### src/temp_monitor_pkg.sv
// Register map, reset values, field positions and timing constants of the temperature monitor
package temp_monitor_pkg;
    // Read addresses
    localparam logic [7:0] RD_LOCAL_VALUE = 8'h00;
    localparam logic [7:0] RD_REMOTE_VALUE = 8'h01;
    localparam logic [7:0] RD_STATUS = 8'h02;
    localparam logic [7:0] RD_CONFIG = 8'h03;
    localparam logic [7:0] RD_RATE = 8'h04;
    localparam logic [7:0] RD_LOCAL_HIGH = 8'h05;
    localparam logic [7:0] RD_LOCAL_LOW = 8'h06;
    localparam logic [7:0] RD_REMOTE_HIGH = 8'h07;
    localparam logic [7:0] RD_REMOTE_LOW = 8'h08;
    localparam logic [7:0] RD_MAKER_ID = 8'hfe;
    localparam logic [7:0] RD_REVISION = 8'hff;
    // Write addresses
    localparam logic [7:0] WR_CONFIG = 8'h09;
    localparam logic [7:0] WR_RATE = 8'h0a;
    localparam logic [7:0] WR_LOCAL_HIGH = 8'h0b;
    localparam logic [7:0] WR_LOCAL_LOW = 8'h0c;
    localparam logic [7:0] WR_REMOTE_HIGH = 8'h0d;
    localparam logic [7:0] WR_REMOTE_LOW = 8'h0e;
    localparam logic [7:0] WR_ONE_SHOT = 8'h0f;
    // Reset values
    localparam logic [7:0] VALUE_RESET = 8'h80;
    localparam logic [7:0] HIGH_LIMIT_RESET = 8'h7f;
    localparam logic [7:0] LOW_LIMIT_RESET = 8'hc9;
    localparam logic [7:0] CONFIG_RESET = 8'h00;
    localparam logic [7:0] RATE_RESET = 8'h02;
    localparam logic [7:0] POINTER_RESET = 8'h00;
    localparam logic [7:0] INVALID_READ = 8'h00;
    // Status bit positions
    localparam int STATUS_BUSY_BIT = 7;
    localparam int STATUS_LOCAL_OVER_BIT = 6;
    localparam int STATUS_LOCAL_UNDER_BIT = 5;
    localparam int STATUS_REMOTE_OVER_BIT = 4;
    localparam int STATUS_REMOTE_UNDER_BIT = 3;
    localparam int STATUS_OPEN_BIT = 2;
    // Configuration bit positions
    localparam int CONFIG_SUPPRESS_BIT = 7;
    localparam int CONFIG_STANDBY_BIT = 6;
    localparam int RATE_CODE_BITS = 3;
    localparam logic [2:0] RATE_CODE_MAX = 3'h7;
    // Timing: fastest conversion period, multiplied by 1 to 128 for slower codes
    localparam int CLOCK_KHZ = 200000;
    localparam int CONV_PERIOD_FAST_MS = 125;
    localparam int CONV_BASE_CYCLES = CONV_PERIOD_FAST_MS * CLOCK_KHZ;
endpackage : temp_monitor_pkg

### src/temp_monitor_register_bank.sv
// Register bank, alarm flags, alert latch and conversion scheduling of the temperature monitor
//
// Function
// Value registers change only with converter results; bus writes cannot reach them.
// Status bit 7 is one while a conversion runs, else zero.
// Status bits 6 and 5 flag local over-high and under-low limit.
// Status bits 4 and 3 flag remote over-high and under-low limit.
// Status bit 2 flags open remote sensor; bits 1 and 0 reserved.
// Any flag set sets the alert latch and pulls alert low unless masked.
// Status read clears only flags whose cause has gone away.
// A set flag stays set until a status read or reset.
// Status read leaves alert latch; alert-response read clears it when all clear.
// Limits have separate read addresses 05-08 and write addresses 0B-0E.
// Reset loads values 0x80, high limits 0x7F, low limits 0xC9.
// Writing address 0F starts one conversion; its data byte is dropped.
// Configuration bit 6 high means standby; low means continuous conversion.
// Low standby pin forces standby regardless of configuration bit 6.
// In standby the value registers keep their last values.
// Configuration bit 7 masks the alert output; bits 5 to 0 reserved.
// Rate code low three bits divide conversions from 1 to 128.
// Host writes zero to upper rate bits and avoids codes above seven.
// Writes use write addresses, reads read addresses; wrong side is invalid.
// High flag trips on strictly greater, low flag on strictly less.
// A one-shot during standby returns to standby after it completes.
// First byte of each write loads the pointer selecting later accesses.
// Reserved status and configuration bits read as zero.
// Busy bit follows live conversion state and is not cleared by reads.
`timescale 1ns/1ps
module temp_monitor_register_bank #(
    parameter logic [31:0] BASE_PERIOD_CYCLES = temp_monitor_pkg::CONV_BASE_CYCLES[31:0],
    parameter logic [7:0] MAKER_ID_VALUE = 8'h5a,  // Arbitrary value
    parameter logic [7:0] REVISION_VALUE = 8'h01   // Arbitrary value
) (
    input wire logic clock,               // 200 MHz clock
    input wire logic rst,                 // Synchronous reset, active high
    input wire logic wr_valid,            // One-cycle strobe per received write byte
    input wire logic wr_first,            // Qualifies wr_valid: first byte of a write
    input wire logic [7:0] wr_data,       // Received write byte
    input wire logic rd_req,              // One-cycle strobe: host read of a byte
    input wire logic alert_resp_read,     // One-cycle strobe: alert-response address read
    input wire logic standby_pin_n,       // Standby pin, active low, asynchronous
    input wire logic conv_done,           // One-cycle strobe: converter results valid
    input wire logic [7:0] local_result,  // Local measurement from converter
    input wire logic [7:0] remote_result, // Remote measurement from converter
    input wire logic sensor_open,         // Remote sensor open-circuit level
    output logic [7:0] rd_data,           // Byte at pointer, registered
    output logic conv_start,              // One-cycle strobe to the converter
    output logic busy,                    // Conversion in progress
    output logic alert_n,                 // Alert output, active low
    output logic alert_oe                 // Open-drain enable: high while pulling low
);

    typedef enum logic [1:0] {
        IDLE = 2'b01,
        CONVERT = 2'b10
    } conv_state_t;

    function automatic logic at_addr(input logic [7:0] ptr, input logic [7:0] addr);
        at_addr = (ptr == addr);
    endfunction : at_addr

    conv_state_t state_reg, state_next;
    logic [7:0] pointer_reg;
    logic [7:0] local_value_reg, remote_value_reg;
    logic [7:0] local_high_reg, local_low_reg, remote_high_reg, remote_low_reg;
    logic alert_suppress_reg, standby_cfg_reg;
    logic [7:0] rate_reg;
    logic local_over_flag_reg, local_under_flag_reg;
    logic remote_over_flag_reg, remote_under_flag_reg, open_flag_reg;
    logic alert_latch_reg, alert_latch_next;
    logic oneshot_pending_reg;
    logic [31:0] period_count_reg;
    logic standby_meta_reg, standby_sync_reg;
    logic [7:0] rd_data_reg;
    logic conv_start_reg, busy_reg, alert_n_reg, alert_oe_reg;

    // Byte-level decode
    wire wr_pointer = wr_valid && wr_first;
    wire wr_reg = wr_valid && !wr_first;
    wire wr_config = wr_reg && at_addr(pointer_reg, temp_monitor_pkg::WR_CONFIG);
    wire wr_rate = wr_reg && at_addr(pointer_reg, temp_monitor_pkg::WR_RATE);
    wire wr_local_high = wr_reg && at_addr(pointer_reg, temp_monitor_pkg::WR_LOCAL_HIGH);
    wire wr_local_low = wr_reg && at_addr(pointer_reg, temp_monitor_pkg::WR_LOCAL_LOW);
    wire wr_remote_high = wr_reg && at_addr(pointer_reg, temp_monitor_pkg::WR_REMOTE_HIGH);
    wire wr_remote_low = wr_reg && at_addr(pointer_reg, temp_monitor_pkg::WR_REMOTE_LOW);
    wire wr_oneshot = wr_reg && at_addr(pointer_reg, temp_monitor_pkg::WR_ONE_SHOT);
    wire status_read = rd_req && at_addr(pointer_reg, temp_monitor_pkg::RD_STATUS);

    // Standby from either source
    wire standby = standby_cfg_reg || !standby_sync_reg;

    // Signed limit comparisons
    wire local_over_cond = $signed(local_value_reg) > $signed(local_high_reg);
    wire local_under_cond = $signed(local_value_reg) < $signed(local_low_reg);
    wire remote_over_cond = $signed(remote_value_reg) > $signed(remote_high_reg);
    wire remote_under_cond = $signed(remote_value_reg) < $signed(remote_low_reg);
    wire any_cond = local_over_cond || local_under_cond || remote_over_cond
        || remote_under_cond || sensor_open;
    wire any_flag = local_over_flag_reg || local_under_flag_reg || remote_over_flag_reg
        || remote_under_flag_reg || open_flag_reg;

    // Flags: cause sets, status read clears only a vanished cause; set wins
    wire local_over_next = local_over_cond || (local_over_flag_reg && !status_read);
    wire local_under_next = local_under_cond || (local_under_flag_reg && !status_read);
    wire remote_over_next = remote_over_cond || (remote_over_flag_reg && !status_read);
    wire remote_under_next = remote_under_cond || (remote_under_flag_reg && !status_read);
    wire open_next = sensor_open || (open_flag_reg && !status_read);

    // Alert latch: set wins over the alert-response clear
    wire alert_set = any_flag && !alert_suppress_reg;
    wire alert_clear = alert_resp_read && !any_flag && !any_cond;
    assign alert_latch_next = alert_set || (alert_latch_reg && !alert_clear);

    // Conversion period: fastest period shifted up by (7 - code)
    wire [2:0] rate_code = rate_reg[temp_monitor_pkg::RATE_CODE_BITS-1:0];
    wire [2:0] rate_shift = temp_monitor_pkg::RATE_CODE_MAX - rate_code;
    wire [31:0] period_cycles = BASE_PERIOD_CYCLES << rate_shift;
    wire period_hit = (period_count_reg >= period_cycles - 32'h1);
    wire start_w = (state_reg == IDLE) && (oneshot_pending_reg || (!standby && period_hit));
    wire result_take = conv_done && (state_reg == CONVERT);

    // Read multiplexer
    wire [7:0] status_byte = {busy_reg, local_over_flag_reg, local_under_flag_reg,
        remote_over_flag_reg, remote_under_flag_reg, open_flag_reg, 2'h0};
    wire [7:0] config_byte = {alert_suppress_reg, standby_cfg_reg, 6'h0};
    logic [7:0] read_mux;

    always_comb begin
        case (pointer_reg)
            temp_monitor_pkg::RD_LOCAL_VALUE: read_mux = local_value_reg;
            temp_monitor_pkg::RD_REMOTE_VALUE: read_mux = remote_value_reg;
            temp_monitor_pkg::RD_STATUS: read_mux = status_byte;
            temp_monitor_pkg::RD_CONFIG: read_mux = config_byte;
            temp_monitor_pkg::RD_RATE: read_mux = rate_reg;
            temp_monitor_pkg::RD_LOCAL_HIGH: read_mux = local_high_reg;
            temp_monitor_pkg::RD_LOCAL_LOW: read_mux = local_low_reg;
            temp_monitor_pkg::RD_REMOTE_HIGH: read_mux = remote_high_reg;
            temp_monitor_pkg::RD_REMOTE_LOW: read_mux = remote_low_reg;
            temp_monitor_pkg::RD_MAKER_ID: read_mux = MAKER_ID_VALUE;
            temp_monitor_pkg::RD_REVISION: read_mux = REVISION_VALUE;
            default: read_mux = temp_monitor_pkg::INVALID_READ;
        endcase
    end

    always_comb begin
        case (state_reg)
            IDLE: state_next = start_w ? CONVERT : IDLE;
            CONVERT: state_next = conv_done ? IDLE : CONVERT;
            default: state_next = IDLE;
        endcase
    end

    // Standby pin synchroniser
    always_ff @(posedge clock) begin
        if (rst) begin
            standby_meta_reg <= 1'b1;
            standby_sync_reg <= 1'b1;
        end else begin
            standby_meta_reg <= standby_pin_n;
            standby_sync_reg <= standby_meta_reg;
        end
    end

    // Pointer and writable registers
    always_ff @(posedge clock) begin
        if (rst) begin
            pointer_reg <= temp_monitor_pkg::POINTER_RESET;
            alert_suppress_reg <=
                temp_monitor_pkg::CONFIG_RESET[temp_monitor_pkg::CONFIG_SUPPRESS_BIT];
            standby_cfg_reg <=
                temp_monitor_pkg::CONFIG_RESET[temp_monitor_pkg::CONFIG_STANDBY_BIT];
            rate_reg <= temp_monitor_pkg::RATE_RESET;
            local_high_reg <= temp_monitor_pkg::HIGH_LIMIT_RESET;
            local_low_reg <= temp_monitor_pkg::LOW_LIMIT_RESET;
            remote_high_reg <= temp_monitor_pkg::HIGH_LIMIT_RESET;
            remote_low_reg <= temp_monitor_pkg::LOW_LIMIT_RESET;
        end else begin
            if (wr_pointer) begin
                pointer_reg <= wr_data;
            end
            if (wr_config) begin
                alert_suppress_reg <= wr_data[temp_monitor_pkg::CONFIG_SUPPRESS_BIT];
                standby_cfg_reg <= wr_data[temp_monitor_pkg::CONFIG_STANDBY_BIT];
            end
            if (wr_rate) begin
                rate_reg <= wr_data;
            end
            if (wr_local_high) begin
                local_high_reg <= wr_data;
            end
            if (wr_local_low) begin
                local_low_reg <= wr_data;
            end
            if (wr_remote_high) begin
                remote_high_reg <= wr_data;
            end
            if (wr_remote_low) begin
                remote_low_reg <= wr_data;
            end
        end
    end

    // Value registers follow the converter only
    always_ff @(posedge clock) begin
        if (rst) begin
            local_value_reg <= temp_monitor_pkg::VALUE_RESET;
            remote_value_reg <= temp_monitor_pkg::VALUE_RESET;
        end else if (result_take) begin
            local_value_reg <= local_result;
            remote_value_reg <= remote_result;
        end
    end

    // Flags and alert latch
    always_ff @(posedge clock) begin
        if (rst) begin
            local_over_flag_reg <= 1'b0;
            local_under_flag_reg <= 1'b0;
            remote_over_flag_reg <= 1'b0;
            remote_under_flag_reg <= 1'b0;
            open_flag_reg <= 1'b0;
            alert_latch_reg <= 1'b0;
        end else begin
            local_over_flag_reg <= local_over_next;
            local_under_flag_reg <= local_under_next;
            remote_over_flag_reg <= remote_over_next;
            remote_under_flag_reg <= remote_under_next;
            open_flag_reg <= open_next;
            alert_latch_reg <= alert_latch_next;
        end
    end

    // Conversion scheduling; the one-shot data byte is not kept
    always_ff @(posedge clock) begin
        if (rst) begin
            state_reg <= IDLE;
            oneshot_pending_reg <= 1'b0;
            period_count_reg <= 32'h0;
        end else begin
            state_reg <= state_next;
            if (wr_oneshot) begin
                oneshot_pending_reg <= 1'b1;
            end else if (start_w) begin
                oneshot_pending_reg <= 1'b0;
            end
            if (start_w || standby) begin
                period_count_reg <= 32'h0;
            end else if (!period_hit) begin
                period_count_reg <= period_count_reg + 32'h1;
            end
        end
    end

    // Registered outputs
    always_ff @(posedge clock) begin
        if (rst) begin
            rd_data_reg <= temp_monitor_pkg::INVALID_READ;
            conv_start_reg <= 1'b0;
            busy_reg <= 1'b0;
            alert_n_reg <= 1'b1;
            alert_oe_reg <= 1'b0;
        end else begin
            rd_data_reg <= read_mux;
            conv_start_reg <= start_w;
            busy_reg <= (state_next == CONVERT);
            alert_n_reg <= !alert_latch_next;
            alert_oe_reg <= alert_latch_next;
        end
    end

    assign rd_data = rd_data_reg;
    assign conv_start = conv_start_reg;
    assign busy = busy_reg;
    assign alert_n = alert_n_reg;
    assign alert_oe = alert_oe_reg;

    // Checks
    a_value_readonly: assert property (@(posedge clock) disable iff (rst)
        !$past(result_take) |-> $stable(local_value_reg) && $stable(remote_value_reg))
        else $error("value register changed without converter result");
    a_busy_live: assert property (@(posedge clock) disable iff (rst)
        busy_reg == (state_reg == CONVERT))
        else $error("busy bit does not follow conversion state");
    a_flag_cause: assert property (@(posedge clock) disable iff (rst)
        local_over_cond |=> local_over_flag_reg && status_byte[6])
        else $error("local over flag missing while out of limit");
    a_flag_sticky: assert property (@(posedge clock) disable iff (rst)
        remote_under_flag_reg && !status_read |=> remote_under_flag_reg)
        else $error("remote under flag dropped without status read");
    a_alert_masked: assert property (@(posedge clock) disable iff (rst)
        $rose(alert_latch_reg) |-> $past(!alert_suppress_reg && any_flag))
        else $error("alert latch set while masked or no flag");
    a_alert_status_read: assert property (@(posedge clock) disable iff (rst)
        alert_latch_reg && status_read && !alert_resp_read |=> alert_latch_reg)
        else $error("status read cleared alert latch");
    a_alert_pin: assert property (@(posedge clock) disable iff (rst)
        alert_latch_reg |-> !alert_n_reg && alert_oe_reg)
        else $error("alert pin not low while latch set");
    a_oneshot_start: assert property (@(posedge clock) disable iff (rst)
        wr_oneshot && state_reg == IDLE |-> ##[1:2] conv_start_reg)
        else $error("one-shot write did not start a conversion");
    a_standby_quiet: assert property (@(posedge clock) disable iff (rst)
        standby && !oneshot_pending_reg |=> !conv_start_reg)
        else $error("conversion started in standby");
    a_reset_values: assert property (@(posedge clock)
        rst |=> local_value_reg == 8'h80 && local_high_reg == 8'h7f
            && remote_low_reg == 8'hc9)
        else $error("wrong reset value");
    a_reserved_zero: assert property (@(posedge clock) disable iff (rst)
        status_byte[1:0] == 2'h0 && config_byte[5:0] == 6'h0)
        else $error("reserved bits not zero");

    c_oneshot: cover property (@(posedge clock) disable iff (rst)
        standby && wr_oneshot ##[1:4] conv_start_reg);
    c_status_clear: cover property (@(posedge clock) disable iff (rst)
        local_over_flag_reg && status_read && !local_over_cond ##1 !local_over_flag_reg);
    c_alert_clear: cover property (@(posedge clock) disable iff (rst)
        alert_latch_reg && alert_clear ##1 !alert_latch_reg);
    c_result: cover property (@(posedge clock) disable iff (rst) result_take);

endmodule : temp_monitor_register_bank

### config.mk
export PLATFORM = sky130hd
export DESIGN_NAME = temp_monitor_register_bank
export DESIGN_NICKNAME = d
export VERILOG_FILES = /design/src/temp_monitor_pkg.sv /design/src/temp_monitor_register_bank.sv
export SDC_FILE = /design/constraint.sdc
export NUM_CORES = 1
export LEC_CHECK = 0
export ABC_CLOCK_PERIOD_IN_PS = 5630
export BUFFER_PORTS_ARGS = -buffer_cell sky130_fd_sc_hd__buf_2
export CAP_MARGIN = 5
export CELL_PAD_IN_SITES_DETAIL_PLACEMENT = 1
export CELL_PAD_IN_SITES_GLOBAL_PLACEMENT = 1
export CORE_ASPECT_RATIO = 0.8
export CORE_UTILIZATION = 50
export DETAILED_ROUTE_END_ITERATION = 10
export PLACE_DENSITY = 0.87
export SLEW_MARGIN = 20
export SYNTH_ARGS = -nofsm -noshare
export SYNTH_HDL_FRONTEND = slang
export SYNTH_SLANG_ARGS = --single-unit
### constraint.sdc
create_clock -name clock -period 5.63 [get_ports clock]
set_clock_uncertainty 0.2 [all_clocks]
set_input_delay 0.8445 -clock clock [delete_from_list [all_inputs] [get_ports clock]]
set_output_delay 0.8445 -clock clock [all_outputs]
set_load 0.005 [all_outputs]
==> results.toml, run 1 <==
[synthesis]
netlist_instances = 802
synth_area_leaders = "dfxtp_1 (36%), ha_1 (11%), nand2_1 (6.6%)"
async_flop_share_pct = 0
synthFlopType = "dfxtp_1"
ys.warnings.count = 0
synth_edf_count = 0
synth_cell_type_count = 60
synth_top_cell_by_area = "dfxtp_1"
synth_seq_cells = 120
synth_top_area_share_pct = 36.5
yosysSeqAreaShare_pct = 36.5
synth_area_sq_mm = 0.00659
synth_area_per_cell_sq_um = 8.21
synth_nets = 894

[power_and_ir_drop]
p_per_area_mw_per_mm2 = 284
p_clk_share_pct = 54.9
p_int_mw = 1.66
pwr-share-comb_pct = 4.6
power_leakage_nw = 3.24
power_switching_mw = 0.490
vdd_drop_max_mv = 0.223
seqPwrFrac_pct = 40.4
sw_frac_of_total_pct = 22.8

[grt]
grt_max_degree = 53
grt_pass1_vias = 6589
antenna_found_initial = 0
grt_overflow_total = 0
grt.total_usage_pct = 34.1
grt_pass1_wl_microns = 35200

[clock_network]
clockBufferDepth = 2
cts-hold-fix-buffers = 0
clockRootBuffer = "clkbuf_16"
clkSinkCount = 120
htreeDepth = 4
cts_setup_buffers = 0
cts-resized-gates = 0
clk_latency_ps = 440
path_clk_slew_ps = 50
cts_buffers = 17
cts_tree = "done"

[sta]
hold_viol_final = 0
tightest_slew_ps = 1040
tns_ps = 0
slew_violations = 0
rsz0062_at_grt = "no"
period_share_pct = 69.7
fmax_ghz = 0.255
finalSetupViolations = 0
relSlewSlack_pct = 30.4
finalCriticalPeriod_ps = 3920

[floorplanning]
rows = 37
io_pins = 45
fp.coreArea_sq_mm = 0.0129
die_h_microns = 105
die_area_sq_mm = 0.0136
die_width_microns = 130
start_util_pct = 51.2

[drt]
dr.pass1.iters = 5
via_per_inst = 6.21
wl_per_cell_microns = 21.4
drc = 0
ant_nets = 0
routed_wl_microns = 21800
num_vias = 6346
drt_iter0_drc = 580

[cells_and_area]
largest_register_ffs = 32
design_area_sq_mm = 0.00757
syn2layout_area_growth_pct = 14.9
antenna_cells = 0
layout_commonest_cell = "dfxtp_1"
num-nets-final = 926
final_cell_mix = "dfxtp_1 (120), nand2_1 (116), a21oi_1 (71), nor2_1 (65), ha_1 (59)"
final_layout_size_suffix_gt1_share_pct = 11.8

[setup_path]
crit_arrival_ps = 4090
slowest_stage = "or3_4"
path_class = "flip-flop to flip-flop"
max_stage_delay_ps = 570
crit_top_cell = "o21ai_0"
crit_chain = "inv_1 > o21ai_0 > ha_1 > nand4_1 > o221ai_1 > o21ai_0 > o211ai_2 > or3_4 > or4_1 > a21oi_1"
required_ps = 5800
critical_path_buf_inv_count = 1
critPathMaxFanout = 14
end_kind = "flip-flop"
setup.worst_path.start_class = "flip-flop"
critical-path-top-delay-family = "compound AO/OA/AOI/OAI gates"

[placed_design]
port_buffers = 44
gp_congestion = 0.883
place_area_sq_mm = 0.00693
dpl.hpwl_microns = 15300

[run_status]
status = "complete, no violations"

[worst_hold_path]
hp-class = "flip-flop to flip-flop"

[job]
max_cap_violations = 0
[synthesized netlist by cell type (4+ instances only)]
| cell type | instances |
|---|---|
| o211ai_1 | 6 |
| nor4_1 | 7 |
| o31ai_1 | 6 |
| a31oi_1 | 8 |
| nor2b_1 | 6 |
| a21o_1 | 10 |
| or2_2 | 5 |
| a32oi_1 | 4 |
| clkbuf_1 | 32 |
| nand2b_1 | 8 |
| nor2_1 | 65 |
| nand2_1 | 116 |
| mux2i_1 | 36 |
| ha_1 | 59 |
| dfxtp_1 | 120 |
| a21oi_1 | 71 |
| nand4_1 | 15 |
| inv_1 | 50 |
| and3_1 | 6 |
| or3_1 | 13 |
| nand3_1 | 36 |
| o21ai_0 | 30 |
| xnor2_1 | 11 |
| or4_1 | 6 |
| and2_1 | 10 |
| a22oi_1 | 9 |
| xor2_1 | 4 |
| nor3_1 | 5 |
[stage by stage]
stage / power (mW) / util, % / hold WS [ps] / setup slack, ps / cells
after global routing: 2.21 / 58.8 / 241 / 1500 / 1022
after floorplan: 0.940 / - / 189 / 2400 / 802
final: 2.15 / 58.8 / 227 / 1710 / 1022
after global placement: 0.978 / 53.9 / 197 / 2080 / 990
after CTS: 2.15 / 58.8 / 234 / 1790 / 1022
after detailed placement: 0.984 / 53.9 / 221 / 1850 / 990
[final timing paths]
| kind | slack [ps] | start | cells after the start | end |
|---|---|---|---|---|
| worst max-delay path | 1710 | rate_reg[0] | 10 | period_count_reg[27] |
| worst min-delay path | 230 | standby_meta_reg | 1 | standby_sync_reg |
| worst max register to register | 1710 | rate_reg[0] | 10 | period_count_reg[27] |
| worst min register to register | 230 | standby_meta_reg | 1 | standby_sync_reg |
[layout make-up]
class / count / area, sq um
clock buffers: 20 / 467
clock inverters: 12 / 173
fillers: 1561 / 5300
inverters: 51 / 191
multi-input cells: 595 / 3860
flip-flops and latches: 120 / 2400
well taps: 175 / 219
repair buffers: 49 / 258
[metal layers]
layer / vias up / routed length (microns) / GRT usage [%]
met5: - / 0 / 0
met4: 0 / 361 / 11.1
met3: 43 / 1780 / 9.42
met2: 271 / 9960 / 53.0
met1: 3127 / 9740 / 45.4
li1: 2905 / - / -
[power by group through the flow]
stage / combinational, mW / sequential [mW] / clock (mW)
4_1_cts: 0.0973 / 0.870 / 1.19
5_1_grt: 0.107 / 0.871 / 1.23
3_5_place_dp: 0.0957 / 0.888 / 0
6_report: 0.0999 / 0.871 / 1.18
3_3_place_gp: 0.0904 / 0.887 / 0
2_1_floorplan: 0.0577 / 0.882 / 0
[logic make-up after synthesis]
family / after synthesis / synth area share [%]
buf+inv: 87 / 5.00
flops: 120 / 36.5
compound gates: 173 / 16.4
fa+ha+maj: 59 / 11.2
mux: 39 / 6.50
xor+xnor: 15 / 1.99
simple gates: 309 / 22.4
No activity file was read; power rests on OpenSTA's default activity.
==> run 2: changes to the inputs <==
- ABC_CLOCK_PERIOD_IN_PS: 5630 -> 3300
- CORE_UTILIZATION: 50 -> 42
- PLACE_DENSITY: 0.87 -> 0.78
- clock period: 5.63 -> 3.3 ns (I/O delays scaled with it)
==> results.toml, run 2 (synthesis results as in run 1) <==
[setup_path]
critical-path-top-delay-family = "simple AND/OR/NAND/NOR gates"
setup.worst_path.start_class = "flip-flop"
critical_path_buf_inv_count = 3
slowest_stage = "or3_4"
required_ps = 3440
r2r_end = "period_count_reg[11]"
end_kind = "flip-flop"
r2r_slack_ps = 130
critPathMaxFanout = 7
max_stage_delay_ps = 460
r2r_cells = 12
crit_chain = "clkinvlp_4 > buf_6 > buf_4 > nor2_2 > ha_1 > nand4_1 > o221ai_2 > o21ai_2 > o211ai_2 > or3_4 > or4_1 > a21oi_1"
crit_arrival_ps = 3320
path_class = "flip-flop to flip-flop"
worstReg2RegStart = "rate_reg[0]"

[clock_network]
clk_latency_ps = 420
clockBufferDepth = 2
clockRootBuffer = "clkbuf_16"
path_clk_slew_ps = 50
htreeDepth = 4
cts_buffers = 17
cts_tree = "done"
clkSinkCount = 120

[floorplanning]
die_h_microns = 114
start_util_pct = 43.4
io_pins = 45
fp.coreArea_sq_mm = 0.0152
die_width_microns = 142
die_area_sq_mm = 0.0162
rows = 40

[sta]
fmax_ghz = 0.315
tightest_slew_ps = 966
finalSetupViolations = 0
slew_violations = 0
period_share_pct = 96.1
relSlewSlack_pct = 35.1
finalCriticalPeriod_ps = 3170
hold_viol_final = 0
tns_ps = 0

[grt]
antenna_found_initial = 0
grt.total_usage_pct = 28.2
grt_pass1_wl_microns = 34900
grt_pass1_vias = 6509
grt_max_degree = 33
grt_overflow_total = 0

[power_and_ir_drop]
p_per_area_mw_per_mm2 = 440
power_leakage_nw = 3.32
vdd_drop_max_mv = 0.300

[cells_and_area]
multi_input_comb_area_sq_mm = 0.00394
num-nets-final = 946
nFillCells = 1814
final_cell_mix = "dfxtp_1 (116), nand2_1 (113), a21oi_1 (69), nor2_1 (61), ha_1 (59)"
post-route-util_pct = 51.3
syn2layout_area_growth_pct = 18.1
design_area_sq_mm = 0.00778
final_layout_size_suffix_gt1_share_pct = 15.8
layout_commonest_cell = "dfxtp_1"
antenna_cells = 0
largest_register_ffs = 32
seqCellArea_sq_mm = 0.00241

[drt]
drc = 0
routed_wl_microns = 21900
via_per_inst = 5.86
drt_iter0_drc = 495
num_vias = 6298
ant_nets = 0
dr.pass1.iters = 5
wl_per_cell_microns = 20.4

[placed_design]
port_buffers = 44
gp_congestion = 0.873
place_area_sq_mm = 0.00705
dpl.hpwl_microns = 15800

[worst_hold_path]
min_path_cells = 2
hp-class = "input pin to flip-flop"
min_to = "standby_meta_reg"
hp-start = "standby_pin_n"

[run_status]
status = "complete, no violations"

[job]
max_cap_violations = 0
==> run 2: cell types whose count changed in the layout (fill, tap and decap cells not counted), sizes merged <==
cell      previous run  this run
buf                 49        68
clkinv               3         6
bufinv               4         2
clkinvlp             5         3
inv                 51        50
or3                 14        15
==> run 2: worst max-delay path by stage <==
stage	from	end	slack [ps]	cells after the start
6_report	rate_reg[0]	period_count_reg[11]	130	12
4_1_cts	rate_reg[1]	period_count_reg[27]	5	11
5_1_grt	rate_reg[0]	period_count_reg[14]	-40	14
2_1_floorplan	rate_reg[0]	period_count_reg[27]	70	12
3_5_place_dp	rate_reg[2]	period_count_reg[27]	-110	11
3_3_place_gp	rate_reg[2]	period_count_reg[27]	90	11
==> run 2: metal layers <==
| layer | GRT usage (%) | up-vias | share of wire [%] | wire [microns] |
|---|---|---|---|---|
| li1 | - | 2938 | - | - |
| met1 | 38.2 | 3120 | 46 | 10100 |
| met2 | 43.5 | 202 | 45 | 9840 |
| met3 | 6.97 | 38 | 7.5 | 1650 |
| met4 | 10.0 | 0 | 1.7 | 365 |
| met5 | 0 | - | 0 | 0 |
==> run 2: stage by stage <==
stage | hold slack, ps | setup slack [ps] | instances | power, mW
2_1_floorplan | 189 | 72.4 | 802 | 1.60
3_5_place_dp | 214 | -109 | 1035 | 1.68
5_1_grt | 49.9 | -39.3 | 1075 | 3.52
3_3_place_gp | 198 | 93.9 | 1035 | 1.67
6_report | 56.8 | 127 | 1075 | 3.43
4_1_cts | 48.9 | 5.37 | 1065 | 3.45
==> run 2: cell type report <==
cell class,instances,area share (%)
sequential,120,31.0
timing repair buffer,68,5.39
multi-input combinational,596,50.7
inverter,51,2.51
tap,210,3.38
clock buffer,20,5.74
clock inverter,10,1.35
==> run 2: timing repair <==
item / CTS / global route
setup buffers: 0 / 9
pin swaps: 1 / 11
endpoints found under the setup margin: 8 / 35
hold buffers: 0 / 0
resized for setup: 4 / 29
cloned: 0 / 1
==> run 2: power by group <==
group | total (mW) | internal, mW | switching [mW]
Clock | 1.77 | 1.11 | 0.660
Combinational | 0.169 | 0.0595 | 0.109
Sequential | 1.49 | 1.47 | 0.0217
